$ cat src/pbs_pkg.sv
// Behaviour
// RULE1: Enable asserts only after the button has been low continuously for the turn-on debounce time.
// RULE2: Button high before turn-on debounce completes restarts that debounce count.
// RULE3: After enable asserts, the blanking timer runs and both inputs are ignored.
// RULE4: Shutdown request still low when blanking ends releases the enable.
// RULE5: After blanking, the button release is debounced by a fixed timer.
// RULE6: Interrupt goes low after the button is held for base plus extension debounce.
// RULE7: Button high during turn-off debounce restarts it without raising an interrupt.
// RULE8: With zero extension, turn-off debounce is only the fixed base time.
// RULE9: Failsafe timer starts at interrupt; expiry with request high releases enable.
// RULE10: Failsafe timeout is lengthened by a configurable extra delay.
// RULE11: Shutdown request low after blanking releases enable at once, ending failsafe.
// RULE12: After power-off, the release is debounced, then idle awaits a new press.
// RULE13: Enable polarity selectable: active high or active low.
// RULE14: At reset enable is released and the interrupt is not asserted.
// RULE15: Host raises the request within blanking and lowers it after housekeeping.
// RULE16: Host may tie the interrupt to the request for immediate release.
// RULE17: A low request is acted on only after persisting the minimum pulse width.
// RULE18: After enable release, the button is ignored for the lockout period.
// RULE19: All periods count ticks of one timebase; extensions are tick parameters.
// RULE20: Button and request inputs are synchronised before use.
package pbs_pkg;

  // ==========================================
  // Timebase
  localparam int unsigned CLK_HZ = 100000000;
  localparam int unsigned TICK_US = 1000;
  localparam int unsigned TICK_CYC = CLK_HZ / 1000000 * TICK_US;
  localparam int unsigned TICK_W = 17;

  // ==========================================
  // Periods in ms and their tick counts
  localparam int unsigned ON_DEBOUNCE_MS = 128;
  localparam int unsigned BLANK_MS = 512;
  localparam int unsigned RELEASE_DB_MS = 32;
  localparam int unsigned OFF_DEBOUNCE_MS = 32;
  localparam int unsigned FAILSAFE_MS = 128;
  localparam int unsigned LOCKOUT_MS = 256;
  localparam int unsigned ON_DEBOUNCE_TICKS = ON_DEBOUNCE_MS * 1000 / TICK_US;
  localparam int unsigned BLANK_TICKS = BLANK_MS * 1000 / TICK_US;
  localparam int unsigned RELEASE_DB_TICKS = RELEASE_DB_MS * 1000 / TICK_US;
  localparam int unsigned OFF_DEBOUNCE_TICKS = OFF_DEBOUNCE_MS * 1000 / TICK_US;
  localparam int unsigned FAILSAFE_TICKS = FAILSAFE_MS * 1000 / TICK_US;
  localparam int unsigned LOCKOUT_TICKS = LOCKOUT_MS * 1000 / TICK_US;
  localparam int unsigned TMR_W = 16;

  // ==========================================
  // Shutdown request glitch filter, rounded up to whole cycles
  localparam int unsigned REQ_MIN_PW_NS = 30000;
  localparam int unsigned CLK_PERIOD_NS = 1000000000 / CLK_HZ;
  localparam int unsigned REQ_MIN_PW_CYC = (REQ_MIN_PW_NS + CLK_PERIOD_NS - 1) / CLK_PERIOD_NS;
  localparam int unsigned FILT_W = 12;

  // ==========================================
  // Sequencer states
  typedef enum logic [2:0]
  {
    ST_IDLE = 3'h0,
    ST_ON_DB = 3'h1,
    ST_BLANK = 3'h2,
    ST_REL_DB = 3'h3,
    ST_RUN = 3'h4,
    ST_OFF_DB = 3'h5,
    ST_FAILSAFE = 3'h6,
    ST_LOCKOUT = 3'h7
  } pbs_state_e;

  // Clean inputs after synchronisers and filtering
  typedef struct packed
  {
    logic button_low;
    logic request_low;
  } pbs_inputs_s;

  // Extension delays in ticks
  typedef struct packed
  {
    logic [TMR_W-1:0] off_debounce_extend;
    logic [TMR_W-1:0] shutdown_timeout_extend;
  } pbs_ext_s;

endpackage

$ cat src/pbs_input_cond.sv
`timescale 1ns/1ps
module pbs_input_cond
  import pbs_pkg::*;
#(
  parameter int unsigned REQ_FILT_CYCLES = REQ_MIN_PW_CYC
)
(
  // Clock and reset
  input wire logic ref_clk,
  input wire logic rst_n,
  // Raw pins
  input wire logic push_button_n,
  input wire logic shutdown_req_n,
  // Conditioned levels
  output pbs_pkg::pbs_inputs_s cond
);

  logic [1:0] pb_sync_r;
  logic [1:0] req_sync_r;
  logic [FILT_W-1:0] req_cnt_r;
  logic [FILT_W-1:0] req_cnt_nxt;
  logic req_low_r;
  wire req_raw_low;

  // ==========================================
  // Synchronisers
  always_ff @(posedge ref_clk)
  begin
    if (!rst_n)
    begin
      pb_sync_r <= 2'h3;
      req_sync_r <= 2'h3;
    end
    else
    begin
      pb_sync_r <= {pb_sync_r[0], push_button_n}; // RULE20
      req_sync_r <= {req_sync_r[0], shutdown_req_n}; // RULE20
    end
  end

  // ==========================================
  // Pulse-width filter: a high sample clears the count, so short glitches never qualify
  assign req_raw_low = ~req_sync_r[1];
  assign req_cnt_nxt = !req_raw_low ? '0 :
                       (req_cnt_r == FILT_W'(REQ_FILT_CYCLES)) ? req_cnt_r : req_cnt_r + FILT_W'(1);

  always_ff @(posedge ref_clk)
  begin
    if (!rst_n)
    begin
      req_cnt_r <= '0;
      req_low_r <= 1'b0;
    end
    else
    begin
      req_cnt_r <= req_cnt_nxt;
      req_low_r <= (req_cnt_nxt == FILT_W'(REQ_FILT_CYCLES)); // RULE17
    end
  end

  assign cond.button_low = ~pb_sync_r[1];
  assign cond.request_low = req_low_r;

endmodule

$ cat src/pbs_sequencer.sv
`timescale 1ns/1ps
module pbs_sequencer
  import pbs_pkg::*;
#(
  parameter bit ENABLE_ACTIVE_HIGH = 1'b1,
  // Tick and filter lengths in cycles; a bench may shorten both to keep runs brief
  parameter int unsigned TICK_CYCLES = TICK_CYC,
  parameter int unsigned REQ_FILT_CYCLES = REQ_MIN_PW_CYC
)
(
  // Clock and reset
  input wire logic ref_clk,
  input wire logic rst_n,
  // Button and host pins
  input wire logic push_button_n,
  input wire logic shutdown_req_n,
  // Extension settings in ticks
  input pbs_pkg::pbs_ext_s ext,
  // Outputs
  output logic power_enable,
  output logic power_int_n
);
  import pbs_pkg::*;

  pbs_inputs_s cond;
  pbs_state_e state_r;
  pbs_state_e state_nxt;
  logic [TICK_W-1:0] tick_cnt_r;
  logic [TMR_W-1:0] tmr_r;
  logic [TMR_W-1:0] tmr_nxt;
  logic enable_on_r;
  logic enable_on_nxt;
  logic power_enable_r;
  logic power_int_n_r;
  logic power_int_n_nxt;
  logic [TMR_W-1:0] rel_r;
  wire tick;
  wire tmr_clear;
  wire btn;
  wire req;

  pbs_input_cond #(.REQ_FILT_CYCLES(REQ_FILT_CYCLES)) u_cond
  (
    .ref_clk(ref_clk),
    .rst_n(rst_n),
    .push_button_n(push_button_n),
    .shutdown_req_n(shutdown_req_n),
    .cond(cond)
  );

  assign btn = cond.button_low;
  assign req = cond.request_low;

  // ==========================================
  // Timebase
  assign tick = (tick_cnt_r == TICK_W'(TICK_CYCLES - 1)); // RULE19

  always_ff @(posedge ref_clk)
  begin
    if (!rst_n)
      tick_cnt_r <= '0;
    else
      tick_cnt_r <= tick ? '0 : tick_cnt_r + TICK_W'(1);
  end

  // ==========================================
  // State targets; extension sums are wide enough that a full extension cannot wrap
  wire [TMR_W:0] off_target = (TMR_W+1)'(OFF_DEBOUNCE_TICKS) + {1'b0, ext.off_debounce_extend}; // RULE8
  wire [TMR_W:0] kill_target = (TMR_W+1)'(FAILSAFE_TICKS) + {1'b0, ext.shutdown_timeout_extend}; // RULE10
  wire [TMR_W:0] tmr_ext = {1'b0, tmr_r};
  wire on_db_done = (tmr_r == TMR_W'(ON_DEBOUNCE_TICKS));
  wire blank_done = (tmr_r == TMR_W'(BLANK_TICKS));
  wire rel_done = (tmr_r == TMR_W'(RELEASE_DB_TICKS));
  wire off_done = (tmr_ext >= off_target);
  // The timer saturates, so a failsafe target beyond its range ends at full scale instead of never
  wire kill_done = (tmr_ext >= kill_target) || (tmr_r == '1);
  wire lock_done = (tmr_r == TMR_W'(LOCKOUT_TICKS));
  wire rel_ok = (rel_r == TMR_W'(RELEASE_DB_TICKS));

  // ==========================================
  // Sequencer
  always_comb
  begin
    state_nxt = state_r;
    enable_on_nxt = enable_on_r;
    power_int_n_nxt = power_int_n_r;
    case (state_r)
      ST_IDLE:
      begin
        if (btn)
          state_nxt = ST_ON_DB;
      end
      ST_ON_DB:
      begin
        if (!btn)
          state_nxt = ST_IDLE; // RULE2
        else if (on_db_done)
        begin
          state_nxt = ST_BLANK;
          enable_on_nxt = 1'b1; // RULE1
        end
      end
      ST_BLANK:
      begin
        // Both inputs ignored until the window ends
        if (blank_done) // RULE3
        begin
          if (req)
          begin
            state_nxt = ST_LOCKOUT;
            enable_on_nxt = 1'b0; // RULE4
          end
          else
            state_nxt = ST_REL_DB; // RULE5
        end
      end
      ST_REL_DB:
      begin
        if (req)
        begin
          state_nxt = ST_LOCKOUT;
          enable_on_nxt = 1'b0; // RULE11
        end
        else if (rel_done)
          state_nxt = ST_RUN; // RULE5
      end
      ST_RUN:
      begin
        if (req)
        begin
          state_nxt = ST_LOCKOUT;
          enable_on_nxt = 1'b0; // RULE11
        end
        else if (btn)
          state_nxt = ST_OFF_DB;
      end
      ST_OFF_DB:
      begin
        if (req)
        begin
          state_nxt = ST_LOCKOUT;
          enable_on_nxt = 1'b0; // RULE11
        end
        else if (!btn)
          state_nxt = ST_RUN; // RULE7
        else if (off_done)
        begin
          state_nxt = ST_FAILSAFE;
          power_int_n_nxt = 1'b0; // RULE6
        end
      end
      ST_FAILSAFE:
      begin
        if (req || kill_done) // RULE9 RULE11
        begin
          state_nxt = ST_LOCKOUT;
          enable_on_nxt = 1'b0;
          power_int_n_nxt = 1'b1;
        end
      end
      ST_LOCKOUT:
      begin
        // Button ignored until lockout ends and the button has been seen high for the release time
        if (lock_done && rel_ok) // RULE18 RULE12
          state_nxt = ST_IDLE;
      end
      default:
      begin
        state_nxt = ST_IDLE;
        enable_on_nxt = 1'b0;
        power_int_n_nxt = 1'b1;
      end
    endcase
  end

  // ==========================================
  // Shared timer: restarts on every state change; in lockout it counts released-button
  // time separately so the release debounce and the lockout overlap
  wire in_lock = (state_r == ST_LOCKOUT);
  assign tmr_clear = (state_nxt != state_r);

  always_comb
  begin
    tmr_nxt = tmr_r;
    if (tmr_clear)
      tmr_nxt = '0;
    else if (state_r == ST_REL_DB && btn)
      tmr_nxt = '0; // RULE5
    else if (tick && !(tmr_r == '1))
      tmr_nxt = tmr_r + TMR_W'(1);
    if (in_lock && !tmr_clear && (tmr_r == TMR_W'(LOCKOUT_TICKS)))
      tmr_nxt = tmr_r;
  end

  always_ff @(posedge ref_clk)
  begin
    if (!rst_n)
      rel_r <= '0;
    else if (!in_lock || btn)
      rel_r <= '0; // RULE12
    else if (tick && !rel_ok)
      rel_r <= rel_r + TMR_W'(1);
  end

  // ==========================================
  // Registers
  always_ff @(posedge ref_clk)
  begin
    if (!rst_n)
    begin
      state_r <= ST_IDLE;
      tmr_r <= '0;
      enable_on_r <= 1'b0; // RULE14
      power_enable_r <= ~ENABLE_ACTIVE_HIGH; // RULE14
      power_int_n_r <= 1'b1; // RULE14
    end
    else
    begin
      state_r <= state_nxt;
      tmr_r <= tmr_nxt;
      enable_on_r <= enable_on_nxt;
      power_enable_r <= enable_on_nxt ~^ ENABLE_ACTIVE_HIGH; // RULE13
      power_int_n_r <= power_int_n_nxt;
    end
  end

  assign power_enable = power_enable_r;
  assign power_int_n = power_int_n_r;

endmodule

$ cat config.mk
export PLATFORM = sky130hd
export DESIGN_NAME = pbs_sequencer
export DESIGN_NICKNAME = d
export VERILOG_FILES = /design/src/pbs_pkg.sv /design/src/pbs_input_cond.sv /design/src/pbs_sequencer.sv
export SDC_FILE = /design/constraint.sdc
export NUM_CORES = 1
export LEC_CHECK = 0
export ABC_AREA = 1
export BUFFER_PORTS_ARGS = -buffer_cell sky130_fd_sc_hd__buf_2
export CAP_MARGIN = 20
export CELL_PAD_IN_SITES_DETAIL_PLACEMENT = 1
export CELL_PAD_IN_SITES_GLOBAL_PLACEMENT = 1
export CORE_MARGIN = 3
export CORE_UTILIZATION = 39
export CTS_BUF_LIST = sky130_fd_sc_hd__clkbuf_4 sky130_fd_sc_hd__clkbuf_8 sky130_fd_sc_hd__clkbuf_16
export DETAILED_ROUTE_END_ITERATION = 12
export PLACE_DENSITY = 0.77
export SYNTH_ARGS = -nofsm -noshare
export SYNTH_HDL_FRONTEND = slang
export SYNTH_SLANG_ARGS = --single-unit
export TNS_END_PERCENT = 20
$ cat constraint.sdc
create_clock -name ref_clk -period 2.29 [get_ports ref_clk]
set_input_delay 0 -clock ref_clk [delete_from_list [all_inputs] [get_ports ref_clk]]
set_output_delay 0 -clock ref_clk [all_outputs]
set_load 0.02 [all_outputs]
=== Yosys cells after proc, flatten, opt, wreduce, memory -nomap -nowiden ===
Index checks and enable logic that the tools add are counted.

* $add $sub $neg: 6
* Reduce and logical (&&, ||, !) cells: 23
* Eq/ne operators: 24
* Multiplexer cells: 31
* $lt $le $gt $ge: 2
* Bitwise logic cells: 3

{| class="wikitable"
|+ Operators by type and width
! cell !! number
|-
| 16-bit two-way mux || 3
|-
| 3-bit two-way mux || 14
|-
| 16-bit by 17-bit greater-or-equal comparator with 1-bit output || 2
|-
| 16-bit by 1-bit adder with 16-bit output (second input constant) || 2
|-
| 16-bit by 6-bit == test with 1-bit output (second input constant) || 2
|-
| 12-bit == test (second input constant) || 2
|-
| 12-bit two-way mux || 2
|-
| 3-bit case mux with 8 select lines || 1
|-
| 17-bit by 1-bit adder with 17-bit output (second input constant) || 1
|-
| 6-bit by 16-bit adder with 17-bit output (first input constant) || 1
|-
| 8-bit by 16-bit adder with 17-bit output (first input constant) || 1
|-
| 17-bit == test (second input constant) || 1
|-
| 16-bit by 10-bit == test with 1-bit output (second input constant) || 1
|-
| 16-bit == test (second input constant) || 1
|-
| 16-bit by 8-bit == test with 1-bit output (second input constant) || 1
|-
| 16-bit by 9-bit == test with 1-bit output (second input constant) || 1
|-
| 2-bit inequality test (second input constant) || 7
|-
| 12-bit by 1-bit adder with 12-bit output (second input constant) || 1
|-
| 3-bit == test (second input constant) || 4
|-
| 5-bit AND reduction || 2
|-
| 1-bit two-way mux || 9
|-
| 3-bit by 2-bit == test with 1-bit output (second input constant) || 2
|-
| 1-bit logical AND || 6
|-
| 1-bit zero test || 4
|-
| 13 further kinds || 18
|}

* Flip-flop bits (word level): 71
* Word-level logic and storage cells: 99
* Output and inout bits: 2

=== Logic depth before layout (Yosys ltp) ===
* Word-level depth: 12
* Gate-level depth with buffers: 28

=== By module ===
A second synthesis with hierarchy kept.

* Cell total of the unflattened synthesis: 850
* Area total of the unflattened synthesis: 5,405.2 µm²

{| class="wikitable"
|+ By module, submodules not included
! module !! area an instance (µm²) !! cells an instance !! times used !! sequential area each (µm²)
|-
| pbs_sequencer || 4,456.8 || 711 || 1 || 1,081.0
|-
| pbs_input_cond || 948.4 || 139 || 1 || 340.3
|}

=== Worst setup path after synthesis ===
OpenSTA, ideal clock, no wires.

* Kind: input to register
* Start: input port ext[21] in the netlist's numbering
* End: register tmr_r[10]
* Arrival time: 2.318 ns
* Slack: -0.143 ns
* Cell stages on the path: 23
* Cells stage by stage: ha_1 nand2_1 nor2_1 nand4_1 xnor2_1 inv_1 ha_1 inv_1 nor2_1 nand2_1 nor2_1 nor2_1 nand2_1 nand2_1 nand2_1 nand2_1 nand2_1 nand3_1 nand3_2 nand4_4 buf_4 a21oi_1 nor2_1

* Cells in the longest elaborated chain, start to end: 12

{| class="wikitable"
|+ RTL lines
! element !! line !! text
|-
| from (decl) || pbs_sequencer.sv:18 || <nowiki>input pbs_pkg::pbs_ext_s ext,</nowiki>
|-
| 6-bit by 16-bit adder with 17-bit output * || pbs_sequencer.sv:68 || <nowiki>wire [TMR_W:0] off_target = (TMR_W+1)'(OFF_DEBOUNCE_TICKS) + {1'b0, ext.off_debounce_extend};</nowiki>
|-
| 16-bit by 17-bit greater-or-equal comparator with 1-bit output * || pbs_sequencer.sv:74 || <nowiki>wire off_done = (tmr_ext >= off_target);</nowiki>
|-
| 3-bit two-way mux * || pbs_sequencer.sv:146 || <nowiki>else if (off_done)</nowiki>
|-
| 3-bit two-way mux * || pbs_sequencer.sv:144 || <nowiki>else if (!btn)</nowiki>
|-
| 3-bit two-way mux * || pbs_sequencer.sv:139 || <nowiki>if (req)</nowiki>
|-
| 3-bit case mux with 8 select lines * || pbs_sequencer.sv:87 || <nowiki>case (state_r)</nowiki>
|-
| 3-bit inequality test * || pbs_sequencer.sv:180 || <nowiki>assign tmr_clear = (state_nxt != state_r);</nowiki>
|-
| 1-bit zero test || pbs_sequencer.sv:191 || <nowiki>if (in_lock && !tmr_clear && (tmr_r == TMR_W'(LOCKOUT_TICKS)))</nowiki>
|-
| 1-bit logical AND (2 in a row) || pbs_sequencer.sv:191 ||
|-
| 1-bit inverter (no line) || n/a ||
|-
| 2-bit AND reduction (no line) || n/a ||
|-
| to (signal assigned) || pbs_sequencer.sv:220 || <nowiki>tmr_r <= tmr_nxt;</nowiki>
|-
| to (decl) || pbs_sequencer.sv:29 || <nowiki>logic [TMR_W-1:0] tmr_r;</nowiki>
|}

Every way passes the cells marked *; elsewhere a longest branch is shown, timed or not.
A chain may end at the register's enable or synchronous reset.

=== Final worst setup path ===
* Start: input port ext[23] in the netlist's numbering
* End: register tmr_r[8]

The elaborated chain is that of the path after synthesis.

==> flow_summary.toml <==
[run_status]
run_status = "finished, violations left"
violations = "negative setup slack"

[clock_network]
htree_levels = 3
tritoncts = "yes"
cts_buffers = 9
clock_tree.root_cell = "sky130_fd_sc_hd__clkbuf_16"
clkTransAtPathRegs_ns = 0.05
clkLatencyLatePin_ns = 0.35
clock_sink_count = 71
cts_max_path_buffers = 2

[worst_setup_path]
rrSetupSlack_ns = -0.24
crit_path_cell_trace = "buf_4 > nand3_4 > nor3_4 > nand2_1 > xor2_1 > ha_1 > a21oi_2 > nor2_2 > nor2_1 > nand2_1 > nor2_1 > nand2_1 > nand2_2 > nand2_1 > nand2_1 > nand2_2 > nand2_2 > nor2_4 > nor2_4 > nand4_4 > buf_12 > a21oi_1 > nor2_1"
critPathMaxStageDelay_ns = 0.34
regToRegStartpoint = "tmr_r[4]"
critical_path.slowest_cell = "sky130_fd_sc_hd__ha_1"
timing.critical_path.arrival_ns = 2.77
start_kind = "input port"
worst_path_dominant_cell_family = "simple AND/OR/NAND/NOR gates"
worstPathBufferInverterCount = 2
reg2regPathDepth = 17
setup.worst_path.end_class = "flop"
timing.critical_path.required_ns = 2.52
path_max_fanout = 8
most_frequent_cell_on_the_critical_path = "sky130_fd_sc_hd__nand2_1"
worst-setup-path-type = "in2reg"
rr_endpoint = "tmr_r[8]"

[global_routing]
grt_pass1_vias = 6324
first_pass_grt_wire_length_um = 29010
grt_antenna_before_repair = 0
grt_max_degree = 19
globalRouteOverflowTotal = 0
grt_usage = 0.2403

[timing]
fin_ws_ns = -0.2503
layout_worst_path_cycle_share = 1.109
worst_pin_slew_ns = 0.5399
rsz0062_at_grt = "true"
timing.slew.headroom = 0.6397
fin_setup_tns_ns = -3.656
clock-skew-final_ns = 0.009528
holdWs_ns = 0.3390
finalHoldViolCount = 0
fin_crit_ns = 2.540
max_freq_mhz = 393.7
setup-violations-final = 17
final_max_slew_viol_count = 0

[finish]
layout.nets = 1054
n_antenna_cell = 0
areaGrowthSynthToFinish_pct = 36.63
fraction_of_final_layout_cells_with_drive_strength_greater_than_1 = 0.2790

[logic_synthesis]
synth_seq_cells = 71
ys_top_cells_by_count = "189 x sky130_fd_sc_hd__nand2_1, 129 x sky130_fd_sc_hd__nor2_1, 121 x sky130_fd_sc_hd__inv_1"
avgSynthCellArea_um2 = 6.408
post_synth_instance_area_mm2 = 0.005331
syn-num-nets = 909
post-synth-top-area-cell = "sky130_fd_sc_hd__dfxtp_1"
top_ff_cell_synth = "sky130_fd_sc_hd__dfxtp_1"
post_synth_num_cell_types = 43
count_of_flip_flops_with_a_built_in_enable_after_synthesis = 0
yosysWarningCount = 0
asyncSetResetFlopFracSynth = 0
yosysTopAreaCellShare = 0.2666
synth_area_leaders = "sky130_fd_sc_hd__dfxtp_1 27%, sky130_fd_sc_hd__nand2_1 13%, sky130_fd_sc_hd__ha_1 9.6%"
synthMostInstantiatedCell = "sky130_fd_sc_hd__nand2_1"
post_synth_inst_count = 832
ys_seq_area_frac = 0.2666

[min_path]
min-delay-path-class = "in2reg"
timing.hold.worst_path_depth = 7
worstHoldEndpoint = "power_int_n"
hold_path.startpoint = "ext[14]"

[route]
detail-route-antenna-nets = 0
via_count = 5967
drt_wirelength_um = 18570
drt-initial-drc-count = 179
via_per_inst = 5.153
routed_wire_length_per_instance_um = 16.04
number_of_iterations_in_the_first_detailed_routing_pass = 4
drc_viols = 0

[floorplan]
die_w_um = 122.9
rows = 42
pin_count = 38
fp.dieArea_mm2 = 0.01511
initial_standard_cell_utilization_of_the_core = 0.4010
fp.coreArea_mm2 = 0.01330
die_height_um = 122.9

[power]
p_leak_nw = 3.312
power.ir.vdd_worst_mv = 0.4566
power_per_cell_area_mw_per_mm2 = 499.3
power.total_w = 0.003637

[place]
dp_hpwl_um = 13240
port_buffers = 37
place_congestion = 0.8939

[run]
timing.max_cap.violations = 0
## power breakdown
part	internal (W)	total (W)	switching, W
Sequential	0.00128	0.00133	0.0000542
Combinational	0.000379	0.000858	0.000479
Clock	0.000876	0.00145	0.000571
## worst register-to-register path, stage by stage, from the launching register on
cell                      delay [ns]
sky130_fd_sc_hd__dfxtp_2        0.36
sky130_fd_sc_hd__buf_4          0.15
sky130_fd_sc_hd__inv_1          0.10
sky130_fd_sc_hd__nand2_1        0.10
sky130_fd_sc_hd__nor3_1         0.20
sky130_fd_sc_hd__buf_4          0.16
sky130_fd_sc_hd__nand3_1        0.09
sky130_fd_sc_hd__nand2_1        0.11
sky130_fd_sc_hd__a21oi_1        0.08
sky130_fd_sc_hd__nor2_2         0.13
sky130_fd_sc_hd__nand2_1        0.06
sky130_fd_sc_hd__nand2_1        0.07
sky130_fd_sc_hd__nand2_2        0.06
sky130_fd_sc_hd__nor2_4         0.13
sky130_fd_sc_hd__nand4_4        0.20
sky130_fd_sc_hd__buf_12         0.21
sky130_fd_sc_hd__a21oi_1        0.14
sky130_fd_sc_hd__nor2_1         0.06
## what timing repair did
action | in CTS | in global routing
hold buffers | 3 | 0
gates cloned | 0 | 2
endpoints found under the hold margin | 3 | 0
setup buffers | 14 | 8
gates resized for setup | 44 | 62
pin swaps | 12 | 33
setup endpoints to repair | 19 | 27
## per-stage QoR
stage / cells / util / setup WS (ns) / instance area, um2
6_report: 1158 / 0.5479 / -0.2503 / 7284
3_5_place_dp: 1115 / 0.4770 / -0.5531 / 6342
4_1_cts: 1148 / 0.5220 / -0.08476 / 6940
3_3_place_gp: 1115 / 0.4770 / -0.3968 / 6342
2_1_floorplan: 832 / - / -0.02065 / 5384
5_1_grt: 1158 / 0.5479 / -0.4359 / 7284
## worst max-delay path by stage
stage | start | to | slack, ns | depth (start not counted)
global route | ext[23] | tmr_r[15] | -0.44 | 26
CTS | tmr_r[0] | tmr_r[14] | -0.08 | 17
detailed placement | ext[21] | tmr_r[7] | -0.55 | 26
finish | ext[23] | tmr_r[8] | -0.25 | 23
global placement | ext[21] | tmr_r[7] | -0.40 | 25
floorplan | ext[7] | tmr_r[13] | -0.02 | 22
## per-layer routing
metal / vias to the layer above / GRT usage / part of all wire
li1: 2959 / - / -
met1: 2864 / 0.2596 / 0.40
met2: 95 / 0.4684 / 0.53
met3: 49 / 0.04163 / 0.032
met4: 0 / 0.07768 / 0.032
met5: - / 0 / 0
## area by class of cell
class	count	area (um2)
clock buffers	10	239.0
clock inverters	6	67.56
fillers	1752	6011
inverters	127	484.2
multi-input cells	623	3756
flip-flops and latches	71	1440
well taps	176	220.2
repair buffers	144	1072
repair inverters	1	5.005
## cells in the final DEF (no fill, tap or decap), drive strengths merged
cell type,instances
and3b,1
nor3,28
clkbuf,11
nand3,60
o21a,1
clkinv,5
clkinvlp,2
a21oi,50
o31ai,2
dlygate4sd3,3
buf,140
inv,126
a22oi,1
xnor2,8
a31oi,1
xor2,26
nor2,136
a211oi,2
ha,41
o211ai,5
nand2,194
nand4,20
nor4,9
a21o,1
dfxtp,71
or2,10
and2,1
nand3b,3
o21ai,17
nor3b,6
bufinv,1
## kinds of logic (layout without fill, tap and decap cells)
logic type,count (synthesis),after routing,synth area share
flops,71,71,0.2666
xor+xnor,34,34,0.05586
compound gates,80,80,0.08191
fa+ha+maj,41,41,0.09622
buf+inv,138,288,0.1014
simple gates,468,468,0.3980
## sequential cells by signal, summed over array words and instances (netlist names), 2 cells and up
name / flops
tick_cnt_r: 17
rel_r: 16
tmr_r: 16
u_cond.req_cnt_r: 12
state_r: 3
u_cond.pb_sync_r: 2
u_cond.req_sync_r: 2
Power figures use the tool's default switching activity.
